### src/gim_defs.vh
// Purpose: constants for the global interrupt mask bank 0 block
// Assumes: 8-bit register port, one register per offset
// Notes:   include once; definitions only
`ifndef GIM_DEFS_VH
`define GIM_DEFS_VH

// register offsets
`define GIM_ADDR_MASK0      8'h04
`define GIM_ADDR_FLAGS      8'h00
`define GIM_ADDR_STATUS     8'h03

// mask bit positions
`define GIM_BIT_DROPOUT_R   6
`define GIM_BIT_TALARM2_R   5
`define GIM_BIT_TALARM1_R   4
`define GIM_BIT_EN_R        3
`define GIM_BIT_EN_F        2
`define GIM_BIT_GPIO0_R     1
`define GIM_BIT_GPIO0_F     0

// reset values and widths
`define GIM_MASK_RESET      8'h7F
`define GIM_NUM_SRC         7
`define GIM_STATUS_IRQ_BIT  0

`endif

### src/gim_edge_sync.v
// Purpose: three-stage synchroniser with agreement filter and edge pulses
// Assumes: input from outside the clock domain
// Notes:   first stage is read only by the second stage
`timescale 1ns/1ps
`default_nettype none

module gim_edge_sync
(
    // clock and reset
    input  wire       clock,
    input  wire       rst,
    // raw level in
    input  wire       din,
    // filtered level and edge pulses out
    output reg        level_q,
    output wire       rise,
    output wire       fall
);

    reg       s1_q;
    reg       s2_q;
    reg       s3_q;
    reg       prev_q;
    reg [1:0] fill_q;
    reg       seeded_q;

    // chain; level accepted when stages two and three agree
    // until the third stage holds a real sample the level is seeded without an edge,
    // so a pin that idles high (the active-low enable) fakes no rise after reset
    always @(posedge clock or posedge rst)
    begin
        if (rst)
        begin
            s1_q     <= 1'b0;
            s2_q     <= 1'b0;
            s3_q     <= 1'b0;
            level_q  <= 1'b0;
            prev_q   <= 1'b0;
            fill_q   <= 2'h0;
            seeded_q <= 1'b0;
        end
        else
        begin
            s1_q <= din;
            s2_q <= s1_q;
            s3_q <= s2_q;
            if (!seeded_q)
            begin
                if (fill_q != 2'h3)
                    fill_q <= fill_q + 2'h1;
                else if (s2_q == s3_q)
                begin
                    level_q  <= s3_q;
                    prev_q   <= s3_q;
                    seeded_q <= 1'b1;
                end
            end
            else
            begin
                prev_q <= level_q;
                if (s2_q == s3_q)
                    level_q <= s3_q;
            end
        end
    end

    assign rise = level_q & ~prev_q;
    assign fall = ~level_q & prev_q;

endmodule

`default_nettype wire

### src/gim_top.v
// Purpose: interrupt mask bank 0 with event flags and open-drain interrupt output
// Assumes: simple synchronous 8-bit register port, 40 MHz clock
// Notes:   flags clear on read of the flag register; output is open drain
// Functional notes
// - mask bit 6 clear: dropout flag rising pulls interrupt low
// - mask bit 5 clear: thermal alarm two flag rising pulls interrupt low
// - mask bit 4 clear: thermal alarm one flag rising pulls interrupt low
// - mask bit 1 clear: gpio input 0 rising flag rising pulls interrupt low
// - set mask bit blocks its source; bits 6..0 reset to one
// - interrupt stays low until every flag bit is cleared
// - assertion follows each unmasked flag 0-to-1 change, regardless of others
// - flags record events since last read; reading clears them
// - status bit mirrors the gate drive of the interrupt transistor
`timescale 1ns/1ps
`default_nettype none
`include "gim_defs.vh"

module gim_top
(
    // clock and reset
    input  wire        clock,
    input  wire        rst,
    // register port
    input  wire [7:0]  reg_addr,
    input  wire [7:0]  reg_wdata,
    input  wire        reg_wr,
    input  wire        reg_rd,
    output reg  [7:0]  reg_rdata,
    // event sources from the device
    input  wire        dropout_in,
    input  wire        thermal_alarm_two_in,
    input  wire        thermal_alarm_one_in,
    input  wire        enable_pin_n,
    input  wire        gpio_in0,
    // open-drain interrupt pin
    output wire        interrupt_out_n,
    output wire        interrupt_out_oe
);

    // position of each pin on the synchroniser bank
    localparam SRC_DROPOUT = 4;
    localparam SRC_TALARM2 = 3;
    localparam SRC_TALARM1 = 2;
    localparam SRC_ENABLE  = 1;
    localparam SRC_GPIO0   = 0;
    localparam NUM_PIN     = 5;

    // registers and their next values
    reg  [7:0] interrupt_mask_global0_q;
    reg  [7:0] interrupt_mask_global0_d;
    reg  [6:0] flags_q;
    reg  [6:0] flags_d;
    reg  [6:0] flags_prev_q;
    reg        irq_drive_q;
    reg        irq_drive_d;
    reg  [7:0] rdata_d;
    // combinational helpers
    wire [6:0] event_w;
    wire [4:0] src_in;
    wire [4:0] src_rise;
    wire [1:0] src_fall;
    wire       rd_flags;
    wire       wr_mask;
    wire [6:0] new_unmasked;

    // address decode used by the strobes
    function addr_hit;
        input [7:0] a;
        input [7:0] target;
        begin
            addr_hit = (a == target);
        end
    endfunction

    // pin levels in synchroniser order
    assign src_in[SRC_DROPOUT] = dropout_in;
    assign src_in[SRC_TALARM2] = thermal_alarm_two_in;
    assign src_in[SRC_TALARM1] = thermal_alarm_one_in;
    assign src_in[SRC_ENABLE]  = enable_pin_n;
    assign src_in[SRC_GPIO0]   = gpio_in0;

    // every source is asynchronous to this clock, so each gets its own synchroniser;
    // only the enable pin and gpio report falling edges, the others leave that pulse open
    genvar g;
    generate
        for (g = 0; g < NUM_PIN; g = g + 1)
        begin : g_sync
            if (g <= SRC_ENABLE)
            begin : g_both
                gim_edge_sync u_sync
                (
                    .clock   (clock),
                    .rst     (rst),
                    .din     (src_in[g]),
                    .level_q (),
                    .rise    (src_rise[g]),
                    .fall    (src_fall[g])
                );
            end
            else
            begin : g_rise
                gim_edge_sync u_sync
                (
                    .clock   (clock),
                    .rst     (rst),
                    .din     (src_in[g]),
                    .level_q (),
                    .rise    (src_rise[g]),
                    .fall    ()
                );
            end
        end
    endgenerate

    // map edges onto flag positions; the two-edge pins share one synchroniser each
    assign event_w[`GIM_BIT_DROPOUT_R] = src_rise[SRC_DROPOUT];
    assign event_w[`GIM_BIT_TALARM2_R] = src_rise[SRC_TALARM2];
    assign event_w[`GIM_BIT_TALARM1_R] = src_rise[SRC_TALARM1];
    assign event_w[`GIM_BIT_EN_R]      = src_rise[SRC_ENABLE];
    assign event_w[`GIM_BIT_EN_F]      = src_fall[SRC_ENABLE];
    assign event_w[`GIM_BIT_GPIO0_R]   = src_rise[SRC_GPIO0];
    assign event_w[`GIM_BIT_GPIO0_F]   = src_fall[SRC_GPIO0];

    // register port strobes; writes to the flag and status offsets are ignored
    assign rd_flags = reg_rd & addr_hit(reg_addr, `GIM_ADDR_FLAGS);
    assign wr_mask  = reg_wr & addr_hit(reg_addr, `GIM_ADDR_MASK0);

    // mask next value; bit 7 is reserved and always stored as zero
    always @*
    begin
        interrupt_mask_global0_d = interrupt_mask_global0_q;
        if (wr_mask)
            interrupt_mask_global0_d = {1'b0, reg_wdata[6:0]};
    end

    // mask register; every source starts masked so nothing fires before software is ready
    always @(posedge clock or posedge rst)
    begin
        if (rst)
            interrupt_mask_global0_q <= `GIM_MASK_RESET;
        else
            interrupt_mask_global0_q <= interrupt_mask_global0_d;
    end

    // sticky flags; an event in the read cycle survives the clear so it is never lost
    always @*
    begin
        flags_d = flags_q;
        if (rd_flags)
            flags_d = 7'h00;
        flags_d = flags_d | event_w;
    end

    // flags and their copy one cycle back, which exposes each 0-to-1 change
    always @(posedge clock or posedge rst)
    begin
        if (rst)
        begin
            flags_q      <= 7'h00;
            flags_prev_q <= 7'h00;
        end
        else
        begin
            flags_q      <= flags_d;
            flags_prev_q <= flags_q;
        end
    end

    // a 0-to-1 change of an unmasked flag, judged per bit so flags already set hide nothing;
    // unmasking a flag that is already set gives no change and so no interrupt
    assign new_unmasked = flags_q & ~flags_prev_q & ~interrupt_mask_global0_q[6:0];

    // gate drive next value: a new unmasked flag wins over the release
    always @*
    begin
        irq_drive_d = irq_drive_q;
        if (|new_unmasked)
            irq_drive_d = 1'b1;
        else if (flags_q == 7'h00)
            irq_drive_d = 1'b0;
    end

    // gate drive register; masked flags still hold it once set, since all flags must clear
    always @(posedge clock or posedge rst)
    begin
        if (rst)
            irq_drive_q <= 1'b0;
        else
            irq_drive_q <= irq_drive_d;
    end

    // open drain: the data leg is tied low and the enable carries the interrupt;
    // masked flags never set the drive because new_unmasked excludes them
    assign interrupt_out_n  = 1'b0;
    assign interrupt_out_oe = irq_drive_q;

    // read data next value; unmapped offsets read zero, data holds between reads
    always @*
    begin
        rdata_d = reg_rdata;
        if (reg_rd)
        begin
            case (reg_addr)
                `GIM_ADDR_MASK0:
                    rdata_d = interrupt_mask_global0_q;
                `GIM_ADDR_FLAGS:
                    rdata_d = {1'b0, flags_q};
                `GIM_ADDR_STATUS:
                begin
                    rdata_d = 8'h00;
                    rdata_d[`GIM_STATUS_IRQ_BIT] = irq_drive_q;
                end
                default:
                    rdata_d = 8'h00;
            endcase
        end
    end

    // read data register; status shows the gate drive as it stood at the read edge
    always @(posedge clock or posedge rst)
    begin
        if (rst)
            reg_rdata <= 8'h00;
        else
            reg_rdata <= rdata_d;
    end

endmodule

`default_nettype wire

### config.mk
export PLATFORM = sky130hd
export DESIGN_NAME = gim_top
export DESIGN_NICKNAME = d
export VERILOG_FILES = /design/src/gim_edge_sync.v /design/src/gim_top.v
export VERILOG_INCLUDE_DIRS = /design/src /design/src/src
export SDC_FILE = /design/constraint.sdc
export NUM_CORES = 1
export LEC_CHECK = 0
export ABC_AREA = 1
export BUFFER_PORTS_ARGS = -buffer_cell sky130_fd_sc_hd__buf_2
export CORE_ASPECT_RATIO = 1.5
export CORE_UTILIZATION = 31
export DETAILED_ROUTE_END_ITERATION = 10
export HOLD_SLACK_MARGIN = 0.12
export PLACE_DENSITY = 0.62
export SLEW_MARGIN = 20
export SYNTH_ARGS = -nofsm -noshare
export SYNTH_HDL_FRONTEND = slang
export SYNTH_SLANG_ARGS = --single-unit
### constraint.sdc
create_clock -name clock -period 2.14 [get_ports clock]
set_input_delay 0.321 -clock clock [delete_from_list [all_inputs] [get_ports clock]]
set_output_delay 0.321 -clock clock [all_outputs]
set_load 0.05 [all_outputs]
Yosys cells after proc, flatten, opt, wreduce, memory -nomap -nowiden
Cells that the tools add are included.
{"block": "word_totals", "regBits": 70, "input_bits": 25, "output_inout_bits": 10}
{"block": "op_classes", "addsub": 5, "eq_ne": 17, "n_mux": 49, "bitwise": 26, "reduce_logical": 19}
{"op": "2-to-1 mux 1 bit", "count": 47}
{"op": "case mux 7 bit (3 select lines)", "count": 1}
{"op": "AND reduction 2 bit", "count": 10}
{"op": "bitwise AND 7 bit", "count": 2}
{"op": "inverter 7 bit", "count": 2}
{"op": "inverter 1 bit", "count": 12}
{"op": "nonzero test 2 bit", "count": 6}
{"op": "adder 2 x 1 -> 2 bit (second input constant)", "count": 5}
{"op": "!= test 2 x 1 -> 1 bit (second input constant)", "count": 5}
{"op": "!= test 2 bit (second input constant)", "count": 5}
{"op": "bitwise AND 1 bit", "count": 9}
{"op": "equality test 8 x 2 -> 1 bit (second input constant)", "count": 1}
{"op": "equality test 8 x 3 -> 1 bit (second input constant)", "count": 1}
{"op": "logical NOT 8 bit", "count": 1}
{"op": "logical NOT 7 bit", "count": 1}
{"op": "2-to-1 mux 7 bit", "count": 1}
{"op": "OR 7 bit", "count": 1}
{"op": "OR reduction 7 bit", "count": 1}
{"op": "equality test 1 bit", "count": 5}

Depth between registers and ports, before layout
Gate-level depths: netlist (run 1).
{"block": "depth", "word_depth": 5, "ltp_mapped": 7}

Cells and area by module
Synthesis (run 1) repeated with hierarchy kept, for this count alone.
{"block": "unflattened", "cells_unflattened": 316, "hier_area_um2": 2959.1}
{"mod": "gim_edge_sync", "n_inst": 5, "cells_per_inst": 35, "area_per_inst_um2": 331.6, "seq_area_each_um2": 200.2}
{"mod": "gim_top", "n_inst": 1, "cells_per_inst": 141, "area_per_inst_um2": 1301.2, "seq_area_each_um2": 734.5}

Worst setup path before layout (run 1)
OpenSTA, ideal clock, no wires.
{"block": "synth_timing", "path_type": "flip-flop to flip-flop", "from": "reg g_sync[2].g_rise.u_sync.fill_q[0]", "to": "reg g_sync[2].g_rise.u_sync.fill_q[1]", "setup_time_ns": 0.125, "arrival_ns": 1.133, "t_required_ns": 2.015, "slack_ns": 0.882, "stages_incl_launch_ff": 4, "n_path_buf": 0, "period_less_slack_ns": 1.258, "path_cell_list": "dfrtp_1 > ha_1 > nor2_1 > mux2_2"}
{"block": "synth_via", "elab_chain_len": 2, "elab_cells_between_ends": 3, "classes_between": "add/sub: 1; eq/ne: 1; reduce/logical: 1"}
{"element": "start: declaration", "line_no": "gim_edge_sync.v:24", "rtl": "reg [1:0] fill_q;"}
{"element": "start signal: assignment", "line_no": "gim_edge_sync.v:50", "rtl": "fill_q <= fill_q + 2'h1;"}
{"element": "!= test 2 bit", "line_no": "gim_edge_sync.v:49", "rtl": "if (fill_q != 2'h3)"}
{"element": "AND reduction 2 bit (no line)"}
Parallel ways exist; a longest one is shown, timed or not.
A chain may end at the register's enable or synchronous reset.

Final worst setup path (run 1)
{"block": "layout_timing", "from": "reg g_sync[4].g_rise.u_sync.fill_q[0]", "to": "reg g_sync[4].g_rise.u_sync.prev_q"}
{"block": "layout_via", "elab_chain_len": 3}
{"element": "start: declaration", "line_no": "gim_edge_sync.v:24"}
{"element": "start signal: assignment", "line_no": "gim_edge_sync.v:50"}
{"element": "!= test 2 bit", "line_no": "gim_edge_sync.v:49"}
{"element": "!= test 2 x 1 -> 1 bit (no line)"}
{"element": "AND reduction 2 bit (no line)"}
{"element": "end signal: assignment", "line_no": "gim_edge_sync.v:54", "rtl": "prev_q <= s3_q;"}
{"element": "end signal: assignment", "line_no": "gim_edge_sync.v:60", "rtl": "prev_q <= level_q;"}
{"element": "end: declaration", "line_no": "gim_edge_sync.v:23", "rtl": "reg prev_q;"}
No other way between the ends.

==> results of run 1 <==
## final cells by class
| type | count | area [um^2] | area share |
|---|---|---|---|
| Tap cell | 110 | 138 | 0.0402 |
| Sequential cell | 69 | 1740 | 0.507 |
| Inverter | 38 | 143 | 0.0417 |
| Clock inverter | 1 | 5.00 | 0.00146 |
| Clock buffer | 15 | 278 | 0.0812 |
| Timing Repair Buffer | 38 | 235 | 0.0688 |
| Multi-Input combinational cell | 179 | 886 | 0.259 |
## cell usage after synthesis, types with 3 or more instances
library cell | number | area (um^2)
nand2_1 | 66 | 248
dfrtp_1 | 62 | 1550
inv_1 | 36 | 135
nor2_1 | 33 | 124
o21ai_0 | 26 | 130
nand3_1 | 9 | 45.0
a21oi_1 | 8 | 40.0
nor3_1 | 8 | 40.0
dfstp_2 | 7 | 184
ha_1 | 5 | 62.6
xnor2_1 | 5 | 43.8
nand2_2 | 3 | 18.8
o21ai_1 | 3 | 15.0
xor2_1 | 3 | 26.3
## worst reg2reg max path, stage by stage, from the launching register on
cell	delay (ns)
dfrtp_1	0.39
ha_1	0.20
nor2_1	0.21
inv_1	0.09
nand2_1	0.11
nand2_1	0.09
nor2_1	0.10
a21oi_1	0.05
## state kept, by name, indices dropped and copies added (netlist names)
name                           flops
g_sync.g_rise.u_sync.s2_q          3
interrupt_mask_global0_q           7
g_sync.g_rise.u_sync.fill_q        6
g_sync.g_rise.u_sync.prev_q        3
g_sync.g_both.u_sync.level_q       2
reg_rdata                          7
g_sync.g_rise.u_sync.s1_q          3
g_sync.g_both.u_sync.seeded_q      2
g_sync.g_both.u_sync.s3_q          2
g_sync.g_rise.u_sync.seeded_q      3
g_sync.g_both.u_sync.fill_q        4
interrupt_out_oe                   1
g_sync.g_both.u_sync.prev_q        2
g_sync.g_rise.u_sync.level_q       3
flags_q                            7
g_sync.g_both.u_sync.s2_q          2
flags_prev_q                       7
g_sync.g_rise.u_sync.s3_q          3
g_sync.g_both.u_sync.s1_q          2
## kinds of logic after synthesis
logic type	synth area share
XOR/XNOR	0.0251
flip-flops	0.622
AND/OR/NAND/NOR	0.189
adder cells (fa/ha/maj)	0.0224
multiplexers	0.0117
buffers and inverters	0.0619
other	0.00134
AO/OA/AOI/OAI	0.0664
## layer usage
metal  up-vias  share of wire  GRT usage
li1        990              -          -
met1       910           0.42      0.124
met2        36           0.50      0.193
met3        13          0.034     0.0293
met4         0          0.040     0.0989
met5         -              0          0
## path summary, 6_finish.rpt
path | end | slack [ns] | cells after the start
min | interrupt_mask_global0_q[6] | 0.20 | 3
min reg2reg | g_sync[4].g_rise.u_sync.s2_q | 0.34 | 0
max | g_sync[4].g_rise.u_sync.prev_q | 0.80 | 7
max in group asynchronous | interrupt_mask_global0_q[1] | 1.20 | 4
min in group asynchronous | g_sync[4].g_rise.u_sync.fill_q[1] | 0.60 | 4
max reg2reg | g_sync[4].g_rise.u_sync.prev_q | 0.80 | 7
## timing repair
action | CTS | global route
hold endpoints to repair | 67 | 0
setup buffers | 0 | 0
hold buffers | 6 | 0
endpoints found under the setup margin | 0 | 0
## power by group through the flow
stage | Clock [mW] | Combinational [mW] | Sequential, mW
after global placement | 0 | 0.146 | 1.41
after global routing | 1.47 | 0.180 | 1.39
after CTS | 1.42 | 0.159 | 1.39
after detailed placement | 0 | 0.150 | 1.41
final | 1.37 | 0.155 | 1.39
after floorplan | 0 | 0.0998 | 1.41
==> out/metrics.yaml, run 1 <==
sta:
  fin_skew_ns: 0.00351
  finalHoldViolations: 0
  finalWorstSetupSlack_ns: 0.796
  final-max-slew-violation-count: 0
  fmax_ghz: 0.744
  holdWs_ns: 0.202
  setup_viol: 0
  min_period_ns: 1.34
  rsz0062_at_grt: "no"
  setup-tns-final_ns: 0
  post-route-period-util: 0.628
cells_and_area:
  final_cell_mix: "nand2_1 (66), dfrtp_1 (62), inv_1 (35)"
  stdcell_area_um2: 3420
  syn_to_final_growth_pct: 22.6
  final_cells: 450
  layout-drive-gt1-share: 0.191
  finalNetCount: 365
  utilization: 0.390
  final_common_cell: "nand2_1"
  nFillCells: 878
  diodes: 0
yosys:
  yosys_warnings: 0
  syn-cell-area_um2: 2790
  syn_inst: 289
  synth_edf_count: 0
  ys_ff_latch: 69
  async_reset_ff_frac: 1.00
  seq_area_frac_synth: 0.622
  synth-main-ff-cell: "dfrtp_1"
  avgSynthCellArea_um2: 9.65
  ys_types: 24
placed_design:
  dp.cells: 428
  place_congestion: 0.787
  dpl_cell_area_um2: 3080
  port_buffers: 31
  pre_cts_slack_ns: 0.781
  place_hpwl_mm: 3.32
die:
  pin_count: 35
  die_x_um: 79.5
  die_h_um: 118
  die_area_um2: 9390
  rows: 42
  start_util: 0.318
  core_area_um2: 8780
clock_network:
  ctsRootBufferMaster: "clkbuf_16"
  clkTransAtPathRegs_ns: 0.05
  clk_latency_ns: 0.33
  htree_levels: 3
  cts_tree: "yes"
  cts.sinks: 69
  cts.repair.resized: 0
  cts_buffers: 9
  clockBufferDepth: 2
critical_path:
  crit_family: "simple AND/OR/NAND/NOR gates"
  path_buf_inv: 1
  worstReg2RegStart: "g_sync[4].g_rise.u_sync.fill_q[0]"
  crit_path_max_incr_delay_ns: 0.39
  start_kind: "register"
  endpoint_kind: "register"
  cp_slowest_cell: "dfrtp_1"
  crit_chain: "ha_1, nor2_1, inv_1, nand2_1, nand2_1, nor2_1, a21oi_1"
  cp.arrival_ns: 1.56
  crit_fanout: 3
  crit_path_start: "g_sync[4].g_rise.u_sync.fill_q[0]"
  crit_required_ns: 2.35
  crit_type: "reg -> reg"
run:
  cap_viol_max_count: 0
grt:
  grt_max_degree: 70
  globalRouteOverflowTotal: 0
  antenna_found_initial: 0
  grt_first_pass_wirelength_mm: 8.28
  first_global_vias: 1927
  gr-usage-all-layers: 0.118
drt:
  via_count: 1949
  drtAntennaViolNets: 0
  wl_per_cell_um: 10.5
  drtIter0Drc: 110
  first_pass_iters: 4
  drt_wl_total_mm: 4.71
  via_per_inst: 4.33
  drc: 0
pwr:
  p_sw_frac: 0.212
  power.density_nw_per_um2: 852
  p_seq_frac: 0.476
  power_frac_clock: 0.470
  combPwrFrac: 0.053
  total_power_mw: 2.91
  p_sw_uw: 617
  power_leakage_nw: 1.68
  p_int_mw: 2.30
  ir_drop_mv: 0.421
worst_hold_path:
  hp-start: "reg_wdata[6]"
  min_path_type: "in -> reg"
run_status:
  status: "completed"
(Power assumes the default switching activity.)
==> run 2: changes to the inputs <==
clock period = 1.1 ns   (was 2.14 ns; I/O delays follow)
==> run 2 against run 1 <==
  * The run now ends with negative setup slack left
  * Non-clock buffer count is 28 higher
  * Cell count is 6.2% higher
  * Cell area is 11% higher
  * Die area stayed put
  * Critical path depth is 1 lower
  * Highest routed layer unchanged
==> out/metrics.yaml, run 2 (synthesis gave the netlist of run 1 again) <==
cells_and_area:
  utilization: 0.434
  layout-drive-gt1-share: 0.293
  final_cell_mix: "nand2_1 (63), dfrtp_1 (62), inv_1 (31)"
  diodes: 0
  nFillCells: 816
  syn_to_final_growth_pct: 36.6
  final_cells: 478
  multiInputGateArea_um2: 968
  final_common_cell: "nand2_1"
  finalNetCount: 393
  seq_area_um2: 1740
run:
  cap_viol_max_count: 0
placed_design:
  dp.cells: 441
  place_hpwl_mm: 3.32
  port_buffers: 31
  place_congestion: 0.778
  pre_cts_slack_ns: -0.0512
grt:
  grt_first_pass_wirelength_mm: 8.34
  first_global_vias: 1916
  grt_max_degree: 70
  globalRouteOverflowTotal: 0
  gr-usage-all-layers: 0.118
  antenna_found_initial: 0
drt:
  drc: 0
  drt_wl_total_mm: 4.88
  wl_per_cell_um: 10.2
  drtIter0Drc: 130
  first_pass_iters: 3
  via_per_inst: 4.24
  drtAntennaViolNets: 0
  via_count: 2027
clock_network:
  ctsRootBufferMaster: "clkbuf_16"
  clk_latency_ns: 0.33
  cts_tree: "yes"
  cts.sinks: 69
  clockBufferDepth: 2
  clkTransAtPathRegs_ns: 0.05
  cts_buffers: 9
  htree_levels: 3
run_status:
  violations: "negative setup slack"
  status: "finished with violations"
critical_path:
  crit_fanout: 4
  crit_top_cell: "o21ai_1"
  crit_required_ns: 1.31
  crit_family: "flip-flops"
  cp.arrival_ns: 1.36
  start_kind: "register"
  crit_chain: "ha_2, or2_4, nand3_2, o21ai_1, inv_1, o21ai_1"
  crit_type: "reg -> reg"
  cp_slowest_cell: "dfrtp_1"
  crit_path_max_incr_delay_ns: 0.38
  endpoint_kind: "register"
  path_buf_inv: 1
sta:
  fin_skew_ns: 0.00439
  final-max-slew-violation-count: 0
  post-route-period-util: 1.05
  min_period_ns: 1.15
  rsz0062_at_grt: "yes"
  fmax_ghz: 0.869
  finalHoldViolations: 0
  holdWs_ns: 0.151
  setup_viol: 4
  finalWorstSetupSlack_ns: -0.0502
pwr:
  power.density_nw_per_um2: 1570
  total_power_mw: 5.99
  ir_drop_mv: 0.811
  power_leakage_nw: 1.84
die:
  pin_count: 35
  die_area_um2: 9390
  rows: 42
  core_area_um2: 8780
  start_util: 0.318
  die_h_um: 118
  die_x_um: 79.5
worst_hold_path:
  min_path_type: "in -> reg"
run 2: cell count changes in the layout (fill, tap and decap cells not counted), moves of 4 or more:
cell	before	now
buf_2	31	23
buf_4	0	24
buf_6	0	4
dlygate4sd3_1	6	13
ha_1	5	0
ha_2	0	5
inv_1	35	31
nor2_1	33	29
o21ai_0	26	17
o21ai_1	3	12
run 2: cell type report:
type | count | area share
Timing Repair Buffer | 66 | 0.134
Clock buffer | 13 | 0.0709
Sequential cell | 69 | 0.455
Multi-Input combinational cell | 179 | 0.254
Tap cell | 110 | 0.0361
Clock inverter | 3 | 0.0112
Inverter | 38 | 0.0384
run 2: routing by layer:
layer	wire length, um	vias up	GRT usage	share of wire
met2	2530	30	0.184	0.52
met3	149	10	0.0332	0.031
li1	-	1050	-	-
met4	123	0	0.0784	0.025
met1	2070	937	0.137	0.42
met5	0	-	0	0
run 2: worst paths after layout:
path	cells after the start	endpoint	slack (ns)	from
max	6	g_sync[0].g_both.u_sync.prev_q	-0.05	g_sync[0].g_both.u_sync.fill_q[1]
min	3	reg_rdata[3]	0.15	reg_rd
max reg2reg	6	g_sync[0].g_both.u_sync.prev_q	-0.05	g_sync[0].g_both.u_sync.fill_q[1]
max in group asynchronous	4	interrupt_mask_global0_q[6]	0.29	rst
min in group asynchronous	4	g_sync[4].g_rise.u_sync.seeded_q	0.47	rst
min reg2reg	0	g_sync[1].g_both.u_sync.s2_q	0.34	g_sync[1].g_both.u_sync.s1_q
run 2: report_power, final:
part           total, mW  switching [mW]  internal (mW)
logic              0.342           0.194          0.148
clock network       2.94            1.01           1.94
registers           2.70          0.0556           2.65
total               5.99            1.26           4.73
run 2: per-stage QoR:
stage               instance area, um^2  TNS (ns)
detailed placement                 3250    -0.276
floorplan                          2860         0
finish                             3810    -0.149
global route                       3810    -0.724
global placement                   3250   -0.0961
CTS                                3730    -0.175
run 2: tightest hold or removal path, delay by kind of cell:
family / cells / cell delay [ns]
buf+inv: 1 / 0.16
simple gates: 2 / 0.12
run 2: timing repair:
item | in CTS | in global routing
hold endpoints to repair | 74 | 0
resized for setup | 15 | 12
buffers inserted | 1 | 7
hold buffers | 13 | 0
endpoints found under the setup margin | 16 | 17
pin swaps | 2 | 3
==> run 3: changes to the inputs <==
ABC_AREA = 0   (was 1)
==> run 3 against run 2 <==
  * The flow still finishes with violations (negative setup slack)
  * Fmax decreased by 13%
  * Synthesized cell count decreased by 23%
  * Cell count decreased by 10%
  * Sequential power about the same
  * Critical path depth decreased by 3
  * Routed wire length increased by 9.7%
  * Flip-flop and latch count unchanged
  * Combinational power increased by 18%
  * Global-route usage increased by 0.91 points
  * Register-to-register slack got worse by 0.18 ns
  * Critical endpoint is now interrupt_out_oe
==> out/metrics.yaml, run 3 <==
clock_network:
  clk_latency_ns: 0.33
  cts_buffers: 9
  clockBufferDepth: 2
  ctsRootBufferMaster: "clkbuf_16"
  cts.sinks: 69
  htree_levels: 3
  cts_tree: "yes"
  clkTransAtPathRegs_ns: 0.06
grt:
  antenna_found_initial: 0
  globalRouteOverflowTotal: 0
  grt_first_pass_wirelength_mm: 9.11
  first_global_vias: 1997
  grt_max_degree: 70
  gr-usage-all-layers: 0.127
placed_design:
  place_congestion: 0.692
  port_buffers: 31
  pre_cts_slack_ns: -0.268
  place_hpwl_mm: 3.61
cells_and_area:
  syn_to_final_growth_pct: 44.1
  final_cell_mix: "dfrtp_1 (62), buf_4 (38), buf_2 (23)"
  final_common_cell: "dfrtp_1"
  finalNetCount: 344
  layout-drive-gt1-share: 0.448
  diodes: 0
yosys:
  async_reset_ff_frac: 1.00
  syn-cell-area_um2: 2810
  yosysTopAreaCell: "dfrtp_1"
  syn_inst: 222
  synth_common_cells: "dfrtp_1 (62), inv_1 (15), a21oi_1 (14), nand2_1 (14), mux2_2 (11)"
  synth_edf_count: 0
  ys_types: 37
  ys_ff_latch: 69
  yosysMostFrequentCell: "dfrtp_1"
  seq_area_frac_synth: 0.617
  yosys_warnings: 0
  synthTopCellsByArea: "dfrtp_1 (55%), dfstp_2 (6.5%), mux2_2 (4.4%)"
  yosysTopAreaCellShare: 0.552
  avgSynthCellArea_um2: 12.7
  synth-main-ff-cell: "dfrtp_1"
run:
  cap_viol_max_count: 0
pwr:
  power_frac_clock: 0.475
  p_seq_frac: 0.457
  power_leakage_nw: 1.71
  combPwrFrac: 0.068
  ir_drop_mv: 0.922
  p_int_mw: 4.60
  total_power_mw: 5.95
  p_sw_frac: 0.227
  p_sw_mw: 1.35
  power.density_nw_per_um2: 1470
worst_hold_path:
  min_path_type: "in -> reg"
drt:
  drc: 0
  first_pass_iters: 4
  drtAntennaViolNets: 0
  via_count: 1986
  drt_wl_total_mm: 5.35
  via_per_inst: 4.63
  drtIter0Drc: 98
  wl_per_cell_um: 12.5
die:
  pin_count: 35
  die_h_um: 119
  rows: 42
  core_area_um2: 8830
  die_area_um2: 9470
  start_util: 0.319
  die_x_um: 79.8
run_status:
  violations: "negative setup slack"
  status: "finished with violations"
sta:
  finalHoldViolations: 0
  final-max-slew-violation-count: 0
  post-route-period-util: 1.21
  finalWorstSetupSlack_ns: -0.226
  fin_skew_ns: 0.00566
  min_period_ns: 1.33
  rsz0062_at_grt: "yes"
  setup-tns-final_ns: -0.923
  setup_viol: 13
  fmax_ghz: 0.754
  holdWs_ns: 0.151
critical_path:
  endpoint_kind: "register"
  crit_required_ns: 1.30
  start_kind: "register"
  crit_type: "reg -> reg"
  crit_fanout: 2
  cp.arrival_ns: 1.52
## run 3: cell count changes in the layout (fill, tap and decap cells not counted), moves of 13 or more
cell and delta:
buf_4 +14, o21ai_0 -13, inv_1 -17, nand2_1 -50, nor2_1 -23
## run 3: layer usage
metal | share of wire | wire length (um) | track usage | vias up
met1 | 0.42 | 2260 | 0.145 | 976
met4 | 0.024 | 128 | 0.0804 | 0
li1 | - | - | - | 962
met5 | 0 | 0 | 0 | -
met2 | 0.52 | 2800 | 0.211 | 38
met3 | 0.030 | 161 | 0.0255 | 10
## run 3: cell families (layout without fill, tap and decap cells)
group | count (synthesis) | in the layout | share of synthesized area
and+or+nand+nor | 46 | 46 | 0.0916
buffers and inverters | 20 | 116 | 0.0325
muxes | 19 | 19 | 0.0850
DFF | 69 | 69 | 0.617
adders and majority gates | 5 | 5 | 0.0222
AOI/OAI and AO/OA | 52 | 52 | 0.119
xor gates and xnor gates | 10 | 10 | 0.0311
other | 1 | 2 | 0.00133
## run 3: worst max-delay path: stages, from the launching register on
cell,delay [ns]
dfrtp_1,0.38
or4_1,0.52
o31ai_1,0.20
nand4_1,0.10
## run 3: repair_timing
item                                    4_1_cts  5_1_grt
hold endpoints to repair                     74        0
buffers inserted                              3        5
resized for setup                            18       18
endpoints found under the setup margin       23       22
hold buffers                                 13        0
pin swaps                                     7       15
gates cloned                                  0        0
## run 3: final cells by class
cell class	count	area, um^2
Tap cell	110	138
Multi-Input combinational cell	134	1150
Inverter	15	60.1
Fill cell	800	4780
Sequential cell	69	1740
Clock inverter	7	75.1
Timing Repair Buffer	85	672
Clock buffer	9	225
## run 3: power by group through the flow
stage	Combinational [mW]	Clock [mW]	Sequential (mW)
CTS	0.393	2.90	2.72
global route	0.456	3.01	2.73
global placement	0.342	0	2.75
detailed placement	0.353	0	2.76
floorplan	0.219	0	2.74
finish	0.405	2.83	2.72
## run 3: per-stage QoR
step / utilization / std cells / cell area, um^2
2_1_floorplan: - / 223 / 2900
3_3_place_gp: 0.390 / 393 / 3440
3_5_place_dp: 0.390 / 393 / 3440
4_1_cts: 0.448 / 425 / 3960
5_1_grt: 0.459 / 429 / 4050
6_report: 0.459 / 429 / 4050
## run 3: worst paths after layout
check,startpoint,endpoint,slack (ns),depth (start not counted)
worst max-delay path,flags_q[3],interrupt_out_oe,-0.23,3
worst min register to register,g_sync[2].g_rise.u_sync.s1_q,g_sync[2].g_rise.u_sync.s2_q,0.35,0
worst max register to register,flags_q[3],interrupt_out_oe,-0.23,3
max in group asynchronous,rst,interrupt_mask_global0_q[0],0.29,4
min in group asynchronous,rst,g_sync[3].g_rise.u_sync.fill_q[0],0.48,4
worst min-delay path,reg_rd,reg_rdata[0],0.15,2
